File: src/verilog/scd_pkg.sv
package scd_pkg;

  // ****************************************************************
  // Widths and framing
  // ****************************************************************
  localparam int SCD_BYTE_W = 8;
  localparam int SCD_CNT_W = 24;
  localparam int SCD_FIFO_W = 8;
  localparam int SCD_FIFO_D = 32;
  localparam logic [7:0] SCD_PREAMBLE = 8'hb5;
  localparam logic [7:0] SCD_POSTAMBLE = 8'h4e;
  localparam logic [2:0] SCD_BIT_LAST = 3'h7;
  localparam logic [2:0] SCD_BIT_ZERO = 3'h0;
  localparam logic [4:0] SCD_HDR_BITS = 5'h18;
  localparam logic [SCD_CNT_W-1:0] SCD_CNT_ONE = 24'h000001;

  // Slave parallel: first byte on 2nd rising edge, then every 8th
  localparam logic [2:0] SCD_FIRST_EDGE = 3'h2;

  // ****************************************************************
  // Link timing
  // ****************************************************************
  localparam real SCD_CLK_NS = 4.0;
  localparam real SCD_SINGLE_MAX_MHZ = 10.0;
  localparam real SCD_CHAIN_MAX_MHZ = 1.0;
  localparam int SCD_SINGLE_MIN_CYC = int'($ceil(1000.0 / SCD_SINGLE_MAX_MHZ / SCD_CLK_NS));

  typedef enum logic {SCD_MODE_SERIAL, SCD_MODE_PARALLEL} scd_mode_type;

  typedef enum {
    SCD_INIT,
    SCD_PREAMBLE_WAIT,
    SCD_LENGTH,
    SCD_LOAD,
    SCD_FORWARD,
    SCD_DONE_WAIT,
    SCD_STARTUP,
    SCD_ERROR
  } scd_state_type;

  typedef struct packed {
    logic data_in;
    logic config_clock;
    logic [SCD_BYTE_W-1:0] byte_bus;
    logic done_in;
    logic prog_n;
  } scd_pins_type;

  typedef struct packed {
    logic serial_out;
    logic done_oe_n;
    logic check_err_oe_n;
    logic config_phase_high;
    logic startup;
  } scd_outs_type;

endpackage

File: src/verilog/scd_fifo.sv
`timescale 1ns/1ps
module scd_fifo #(
  parameter int WIDTH = 8,
  parameter int DEPTH = 32
) (
  input wire logic ref_clk, // Clock
  input wire logic resetn, // Synchronous reset, active low
  input wire logic flush, // Empty the buffer
  input wire logic in_valid, // Word offered
  output logic in_ready, // Space available
  input wire logic [WIDTH-1:0] in_data, // Word in
  output logic out_valid, // Word available
  input wire logic out_ready, // Word taken
  output logic [WIDTH-1:0] out_data // Word out
);
  localparam int AW = $clog2(DEPTH);

  typedef struct packed {
    logic [AW:0] wr;
    logic [AW:0] rd;
  } scd_fifo_state_type;

  scd_fifo_state_type st_r;
  scd_fifo_state_type st_nxt;
  logic [WIDTH-1:0] mem [DEPTH];
  logic push;
  logic pop;

  assign out_valid = st_r.wr != st_r.rd;
  assign in_ready = (st_r.wr[AW] == st_r.rd[AW]) || (st_r.wr[AW-1:0] != st_r.rd[AW-1:0]);
  assign out_data = mem[st_r.rd[AW-1:0]];
  assign push = in_valid && in_ready;
  assign pop = out_valid && out_ready;

  always_comb
  begin
    st_nxt = st_r;
    if (push)
    begin
      st_nxt.wr = st_r.wr + 1'b1;
    end
    if (pop)
    begin
      st_nxt.rd = st_r.rd + 1'b1;
    end
    if (flush)
    begin
      st_nxt = '0;
    end
  end

  always_ff @(posedge ref_clk)
  begin
    if (!resetn)
    begin
      st_r <= '0;
    end
    else
    begin
      st_r <= st_nxt;
    end
    if (push)
    begin
      mem[st_r.wr[AW-1:0]] <= in_data;
    end
  end
endmodule

File: src/verilog/scd_loader.sv
// Function
// - Slave serial mode captures one bit per config clock from the serial input.
// - After own memory is full, further input bits are forwarded downstream until frame count reaches length.
// - Downstream devices are slave serial; each serial output feeds next input.
// - Parallel-driven serial inputs load identical configurations in several devices.
// - Slave parallel mode ignores both chip select inputs.
// - Slave parallel mode samples a whole byte on a rising config clock edge.
// - First byte is captured on second rising edge after phase output rises.
// - Later bytes are captured every eighth rising edge; host keeps that cadence.
// - Serialized bits appear on serial output half a clock after capture.
// - After preamble, serial output is held high until forwarding starts.
// - On postamble, memory is full and the done output is released.
// - Keep loading and forwarding until frame count reaches length or done rises.
// - Done is released on completion; shared line is wired-AND.
// - When the shared done line rises, enter start-up together.
// - In slave modes config clock is an input shared by the chain.
// - Capture on rising config clock edge, update serial output on falling edge.
// - Bad preamble drives the check error line low in a device that is not the lead.
// - Lead device with a check error drops the phase output, restarting load.
// - Phase output low in initialization, high during configuration.
// - Done held low during configuration, released once configuration completes.
// - Bytes are serialized starting with bit zero.
`timescale 1ns/1ps
module scd_loader
  import scd_pkg::*;
(
  input wire logic ref_clk, // Block clock, 250 MHz
  input wire logic resetn, // Synchronous reset, active low
  input wire scd_mode_type mode, // Serial or parallel slave mode
  input wire logic is_lead, // This device heads the chain
  input wire logic config_clock, // Link clock from the host
  input wire logic serial_config_in, // Serial data in
  input wire logic [SCD_BYTE_W-1:0] config_byte_bus, // Byte data in
  input wire logic chip_select_high, // Not used in slave modes
  input wire logic chip_select_low, // Not used in slave modes
  input wire logic program_request_low, // Restart request, active low
  input wire logic done_in, // Shared done line level
  output logic done_out, // Done pin output value (always 0)
  output logic done_oe_n, // Done pin enable, low drives low
  output logic check_error_low_out, // Check error output value (always 0)
  output logic check_error_low_oe_n, // Check error enable, low drives low
  output logic config_phase_high, // Phase output, high while configuring
  output logic serial_config_out, // Serial data out
  output logic startup, // Start-up state reached
  output logic [SCD_BYTE_W-1:0] cfg_word, // Loaded configuration word
  output logic cfg_word_valid, // Word valid
  input wire logic cfg_word_ready // Sink accepts word
);
  typedef struct packed {
    scd_pins_type s1;
    scd_pins_type s2;
    logic clk_d;
    scd_state_type st;
    logic [2:0] edge_cnt;
    logic [2:0] bit_cnt;
    logic [7:0] shreg;
    logic [SCD_BYTE_W-1:0] pbyte;
    logic [3:0] pleft;
    logic [SCD_CNT_W-1:0] len;
    logic [SCD_CNT_W-1:0] frame_cnt;
    logic [4:0] hdr_cnt;
    logic out_pend;
    logic out_bit;
    logic full;
    scd_outs_type o;
    logic [SCD_BYTE_W-1:0] word;
    logic word_v;
  } scd_loader_state_type;

  scd_loader_state_type r_r;
  scd_loader_state_type r_nxt;
  logic fifo_in_ready;
  logic fifo_out_valid;
  logic [SCD_FIFO_W-1:0] fifo_out_data;

  // ****************************************************************
  // Word buffer towards the configuration memory
  // ****************************************************************
  scd_fifo #(.WIDTH(SCD_FIFO_W), .DEPTH(SCD_FIFO_D)) u_fifo (
    .ref_clk(ref_clk),
    .resetn(resetn),
    .flush(r_r.st == SCD_INIT),
    .in_valid(r_r.word_v),
    .in_ready(fifo_in_ready),
    .in_data(r_r.word),
    .out_valid(fifo_out_valid),
    .out_ready(cfg_word_ready),
    .out_data(fifo_out_data)
  );

  // ****************************************************************
  // Loader state
  // ****************************************************************
  always_comb
  begin
    logic rise;
    logic fall;
    logic bit_v;
    logic b;
    logic [7:0] sh;
    rise = 1'b0;
    fall = 1'b0;
    bit_v = 1'b0;
    b = 1'b0;
    sh = 8'h00;
    r_nxt = r_r;
    r_nxt.s1 = '{serial_config_in, config_clock, config_byte_bus, done_in, program_request_low};
    r_nxt.s2 = r_r.s1;
    r_nxt.clk_d = r_r.s2.config_clock;
    rise = r_r.s2.config_clock && !r_r.clk_d;
    fall = !r_r.s2.config_clock && r_r.clk_d;
    if (r_r.word_v && fifo_in_ready)
    begin
      r_nxt.word_v = 1'b0;
    end
    // Bit source: serial pin or serialized byte, LSB first
    if (rise && r_r.st != SCD_INIT && r_r.st != SCD_STARTUP && r_r.st != SCD_ERROR)
    begin
      if (mode == SCD_MODE_SERIAL)
      begin
        bit_v = 1'b1;
        b = r_r.s2.data_in;
      end
      else
      begin
        // Chip selects deliberately unread
        if (r_r.edge_cnt != SCD_BIT_LAST)
        begin
          r_nxt.edge_cnt = r_r.edge_cnt + 3'h1;
        end
        if (r_r.pleft != 4'h0)
        begin
          bit_v = 1'b1;
          b = r_r.pbyte[3'(4'h8 - r_r.pleft)];
          r_nxt.pleft = r_r.pleft - 4'h1;
        end
        // A capture overrides the countdown so the new byte is not lost
        if (r_r.edge_cnt == SCD_FIRST_EDGE - 3'h1 || r_r.edge_cnt == SCD_BIT_LAST)
        begin
          if (r_r.pleft == 4'h0 || r_r.pleft == 4'h1)
          begin
            r_nxt.pbyte = r_r.s2.byte_bus;
            r_nxt.pleft = 4'h8;
            r_nxt.edge_cnt = SCD_BIT_ZERO;
          end
        end
      end
    end
    sh = {b, r_r.shreg[7:1]};
    if (bit_v)
    begin
      unique case (r_r.st)
        SCD_PREAMBLE_WAIT:
        begin
          r_nxt.shreg = sh;
          if (r_r.bit_cnt == SCD_BIT_LAST)
          begin
            r_nxt.bit_cnt = SCD_BIT_ZERO;
            if (sh == SCD_PREAMBLE)
            begin
              r_nxt.st = SCD_LENGTH;
              r_nxt.o.serial_out = 1'b1;
            end
            else
            begin
              r_nxt.st = SCD_ERROR;
            end
          end
          else
          begin
            r_nxt.bit_cnt = r_r.bit_cnt + 3'h1;
          end
        end
        SCD_LENGTH:
        begin
          r_nxt.len = {b, r_r.len[SCD_CNT_W-1:1]};
          r_nxt.hdr_cnt = r_r.hdr_cnt + 5'h1;
          if (r_r.hdr_cnt == SCD_HDR_BITS - 5'h1)
          begin
            r_nxt.st = SCD_LOAD;
            r_nxt.frame_cnt = '0;
          end
        end
        SCD_LOAD:
        begin
          r_nxt.shreg = sh;
          r_nxt.frame_cnt = r_r.frame_cnt + SCD_CNT_ONE;
          r_nxt.bit_cnt = r_r.bit_cnt + 3'h1;
          if (r_r.bit_cnt == SCD_BIT_LAST)
          begin
            if (sh == SCD_POSTAMBLE)
            begin
              r_nxt.full = 1'b1;
              r_nxt.o.done_oe_n = 1'b1;
              r_nxt.st = SCD_FORWARD;
            end
            else
            begin
              r_nxt.word = sh;
              r_nxt.word_v = 1'b1;
            end
          end
        end
        SCD_FORWARD:
        begin
          r_nxt.frame_cnt = r_r.frame_cnt + SCD_CNT_ONE;
          r_nxt.out_pend = 1'b1;
          r_nxt.out_bit = b;
          if (r_nxt.frame_cnt == r_r.len)
          begin
            r_nxt.st = SCD_DONE_WAIT;
          end
        end
        default:
        begin
        end
      endcase
    end
    // Serial output changes on the falling link edge
    if (fall && r_r.out_pend)
    begin
      r_nxt.o.serial_out = r_r.out_bit;
      r_nxt.out_pend = 1'b0;
    end
    // Shared done high ends loading and starts everyone together
    if (r_r.full && r_r.s2.done_in && r_r.st != SCD_STARTUP)
    begin
      r_nxt.st = SCD_STARTUP;
    end
    if (r_r.st == SCD_INIT)
    begin
      r_nxt.st = SCD_PREAMBLE_WAIT;
      r_nxt.o.config_phase_high = 1'b1;
      r_nxt.edge_cnt = SCD_BIT_ZERO;
      r_nxt.bit_cnt = SCD_BIT_ZERO;
      r_nxt.pleft = 4'h0;
      r_nxt.hdr_cnt = 5'h00;
    end
    if (r_nxt.st == SCD_STARTUP)
    begin
      r_nxt.o.startup = 1'b1;
    end
    if (r_nxt.st == SCD_ERROR)
    begin
      if (is_lead)
      begin
        r_nxt.st = SCD_INIT;
        r_nxt.o.config_phase_high = 1'b0;
      end
      else
      begin
        r_nxt.o.check_err_oe_n = 1'b0;
      end
    end
    if (!r_r.s2.prog_n)
    begin
      r_nxt.st = SCD_INIT;
      r_nxt.edge_cnt = SCD_BIT_ZERO;
      r_nxt.bit_cnt = SCD_BIT_ZERO;
      r_nxt.pleft = 4'h0;
      r_nxt.hdr_cnt = 5'h00;
      r_nxt.full = 1'b0;
      r_nxt.out_pend = 1'b0;
      r_nxt.word_v = 1'b0;
      r_nxt.o = '{1'b1, 1'b0, 1'b1, 1'b0, 1'b0};
    end
  end

  always_ff @(posedge ref_clk)
  begin
    if (!resetn)
    begin
      r_r <= '0;
      r_r.o <= '{1'b1, 1'b0, 1'b1, 1'b0, 1'b0};
      r_r.st <= SCD_INIT;
      // Request pin idles high; avoids a false restart after reset
      r_r.s1.prog_n <= 1'b1;
      r_r.s2.prog_n <= 1'b1;
    end
    else
    begin
      r_r <= r_nxt;
    end
  end

  // ****************************************************************
  // Outputs
  // ****************************************************************
  assign done_out = 1'b0;
  assign check_error_low_out = 1'b0;
  assign done_oe_n = r_r.o.done_oe_n;
  assign check_error_low_oe_n = r_r.o.check_err_oe_n;
  assign config_phase_high = r_r.o.config_phase_high;
  assign serial_config_out = r_r.o.serial_out;
  assign startup = r_r.o.startup;
  assign cfg_word = fifo_out_data;
  assign cfg_word_valid = fifo_out_valid;
endmodule

File: config.mk
export PLATFORM = sky130hd
export DESIGN_NAME = scd_loader
export DESIGN_NICKNAME = d
export VERILOG_FILES = /design/src/verilog/scd_pkg.sv /design/src/verilog/scd_fifo.sv /design/src/verilog/scd_loader.sv
export SDC_FILE = /design/constraint.sdc
export NUM_CORES = 1
export LEC_CHECK = 0
export ABC_AREA = 1
export BUFFER_PORTS_ARGS = -buffer_cell sky130_fd_sc_hd__buf_2
export CORE_MARGIN = 3
export CORE_UTILIZATION = 67
export CTS_BUF_LIST = sky130_fd_sc_hd__clkbuf_16
export DETAILED_ROUTE_END_ITERATION = 8
export PLACE_DENSITY = 0.93
export SLEW_MARGIN = 15
export SYNTH_ARGS = -nofsm -noshare
export SYNTH_HDL_FRONTEND = slang
export SYNTH_HIERARCHICAL = 1
export SYNTH_SLANG_ARGS = --single-unit
File: constraint.sdc
create_clock -name ref_clk -period 7 [get_ports ref_clk]
set_clock_uncertainty 0.2 [all_clocks]
set_input_delay 1.4 -clock ref_clk [delete_from_list [all_inputs] [get_ports ref_clk]]
set_output_delay 1.4 -clock ref_clk [all_outputs]
set_load 0.005 [all_outputs]
==> results.toml <==
[pwr]
fin_total_pwr_mw = 4.83
switching_share = 0.207
power_density_nw_per_um2 = 240
sequentialPowerShare = 0.544
comb_power_share = 0.011
leakage_nw = 7.59
vdd_drop_max_v = 0.000216
p_int_mw = 3.83
clockPowerShare = 0.445
power_switching_mw = 1.00

[layout]
final_layout_size_suffix_gt1_frac = 0.0900
register_area_um2 = 11100
nNetsFinal = 2090
multiInputGateArea_um2 = 6390
final_cells = 2430
nFillCells = 1727
diodes = 0
syn_to_final_growth_pct = 8.92

[die]
start_util = 0.684
ios = 35
chipHeight_um = 172
chipWidth_um = 172
dieArea_um2 = 29600
rows = 60
core_um2 = 27000

[critical_path]
r2r_cells = 20
rr_startpoint = "r_r[22]"
endpoint_kind = "primary output"
required_ns = 5.40
r2r-end = "r_r[96]"
r2r_slack_ns = 3.63
worstSetupStartpointType = "flip-flop"
slowest_delay_ns = 0.92
cp_cell_sequence = "clkinv_2 > buf_4 > nand2_1 > nand3_1 > nand3_1 > nand2_1 > nand2_1 > nand3_1 > and2_1 > buf_2"
crit_family = "buffers and inverters"
crit_slowest_cell = "clkinv_2"
critPathArrivalTime_ns = 4.10
critPathBufInv = 3
critPathKind = "reg2out"
worstPathMaxFanout = 66

[yosys]
ys_ff_latch = 424
synth.distinct_cells = 47
avgSynthCellArea_um2 = 9.00
yosys_warnings = 6
synth_area_um2 = 18500
synth_edf_count = 256
synth_flop_cell = "edfxtp_1"
synth_cells = 2053
synth-async-reset-ratio = 0
yosysSeqAreaShare = 0.598

[sta]
setup_violations = 0
period_minus_slack_ns = 5.70
finalSetupTns_ns = 0
slew_headroom = 0.176
slew_viol_final = 0
finalCritPeriodShare = 0.814
hold_slack_ns = 0.210
fmax_ghz = 0.175
post-route-worst-setup-slack_ns = 1.30
rsz0062_at_grt = "no"
hold_violations = 0
worstMarginPinSlew_ns = 1.23

[placed_design]
dp_cells = 2356
routabilityCongestion = 0.900
dp_hpwl_um = 26400
preCtsSetupSlack_ns = 2.01
numPortBuffers = 30

[cts]
cts.sinks = 424
cts-root-buf = "clkbuf_16"
cts_buffers = 41
cts_hold_buffers = 0
cts.clk_slew.worst_paths_ns = 0.06
cts_tree = "built"
htree_levels = 2
postCtsSetupRepairBufs = 0
ctsResizeCount = 0
cts_buffer_depth = 3
clk_latency_ns = 0.56

[grt]
grt_pass1_vias = 14273
grt_antenna_before_repair = 0
grt-ovfl-total = 0
grt_max_degree = 67
grt_pass1_wl_um = 69600
grt_util_all_layers = 0.295

[detailed_routing]
maxUsedRoutingLayer = "met4"
drc_errors = 0
vias_per_cell = 6.13
first_pass_iters = 6
routed_wirelength_um = 44500
drt-met1-wl_um = 16200
drt_iter0_markers = 2004
dr_wl_met3_um = 3710
wl_per_cell_um = 18.3
num_vias = 14892
ant_nets = 0
wl_met2_um = 22600

[hold_path]
whs_path_depth = 2
hold_end = "r_r[132]"
worstHoldStart = "r_nxt[132]"
hold_path.class = "reg2reg"

[status]
status = "finished, final reports clean"

[job]
drv_cap = 0
## per-layer routing
metal / GRT usage / up-vias
met5: 0 / -
met4: 0.144 / 0
met3: 0.0546 / 187
met2: 0.520 / 858
met1: 0.349 / 6997
li1: - / 6850
## registers in the layout, indices dropped and copies added (netlist names), named ones only
signal and count:
u_fifo/mem 256, config_phase_high 1, u_fifo/st_r 12, done_oe_n 1
serial_config_out 1, r_r 133, startup 1, r_nxt 13
check_error_low_oe_n 1
## cell families after synthesis
kind of cell / count (synthesis) / synth area share
adders and majority gates: 13 / 0.00880
DFF: 424 / 0.598
xor gates and xnor gates: 10 / 0.00474
AOI/OAI and AO/OA: 167 / 0.0497
buffers and inverters: 267 / 0.0591
other: 1 / 0.000203
and+or+nand+nor: 1171 / 0.280
## cells in the final DEF (no fill, tap or decap), types with 14 or more instances in the layout
| cell type | count |
|---|---|
| edfxtp_1 | 256 |
| buf_4 | 16 |
| nand2_2 | 14 |
| nand3_1 | 286 |
| dfxtp_1 | 160 |
| nand2_1 | 595 |
| inv_1 | 168 |
| nor3_1 | 32 |
| a21oi_1 | 78 |
| buf_2 | 30 |
| inv_2 | 17 |
| o21ai_0 | 55 |
| a22oi_1 | 14 |
| clkbuf_16 | 41 |
| nor2_1 | 160 |
| nand4_1 | 21 |
## tightest hold or removal path, stage by stage, from the launching register on
cell and delay (ns):
dfxtp_1 0.31, nand2_1 0.05, inv_1 0.04
## Yosys cell counts, drive strengths merged (2+ instances only)
cell | n | area (µm²)
o211ai | 2 | 15.0
clkinv | 6 | 22.5
nor3b | 2 | 15.0
nor2 | 177 | 764
a22oi | 14 | 105
a31oi | 4 | 25.0
or2 | 5 | 31.3
nor4 | 5 | 31.3
o41ai | 3 | 26.3
ha | 13 | 163
inv | 176 | 663
dfxtp | 168 | 3360
nor3 | 43 | 230
a211oi | 3 | 22.5
and2 | 8 | 50.1
xnor2 | 2 | 17.5
buf | 55 | 294
xor2 | 8 | 70.1
nand4 | 22 | 153
edfxtp | 256 | 7690
nand3 | 294 | 1520
a21oi | 79 | 399
o21ai | 59 | 299
nand2 | 612 | 2350
clkbuf | 30 | 113
a32oi | 2 | 17.5
nand3b | 3 | 22.5
## how the worst max path moves through the flow
stage | to | from | cells after the start
global placement | cfg_word[5] | flip-flop | 10
CTS | cfg_word[5] | flip-flop | 10
finish | cfg_word[5] | flip-flop | 10
detailed placement | cfg_word[5] | flip-flop | 10
floorplan | r_r[96] | mode | 17
global route | cfg_word[5] | flip-flop | 10
## power by group through the flow
| stage | Combinational (mW) | Sequential, mW | Clock (mW) |
|---|---|---|---|
| after CTS | 0.0521 | 2.63 | 2.16 |
| final | 0.0527 | 2.63 | 2.15 |
| after floorplan | 0.0369 | 2.68 | 0 |
| after global placement | 0.0490 | 2.68 | 0 |
| after detailed placement | 0.0512 | 2.68 | 0 |
| after global routing | 0.0584 | 2.63 | 2.27 |
## final cells by class
| class | count | area share |
|---|---|---|
| Sequential cell | 424 | 0.549 |
| Tap cell | 341 | 0.0212 |
| Clock buffer | 41 | 0.0510 |
| Clock inverter | 33 | 0.0137 |
| Inverter | 182 | 0.0341 |
| Multi-Input combinational cell | 1363 | 0.317 |
| Timing Repair Buffer | 46 | 0.0134 |
## per-stage QoR
stage / area (µm²) / util
6_report: 20100 / 0.745
5_1_grt: 20100 / 0.745
4_1_cts: 20100 / 0.743
3_5_place_dp: 18800 / 0.695
3_3_place_gp: 18800 / 0.695
2_1_floorplan: 18500 / -
No activity file was read; power rests on OpenSTA's default activity.
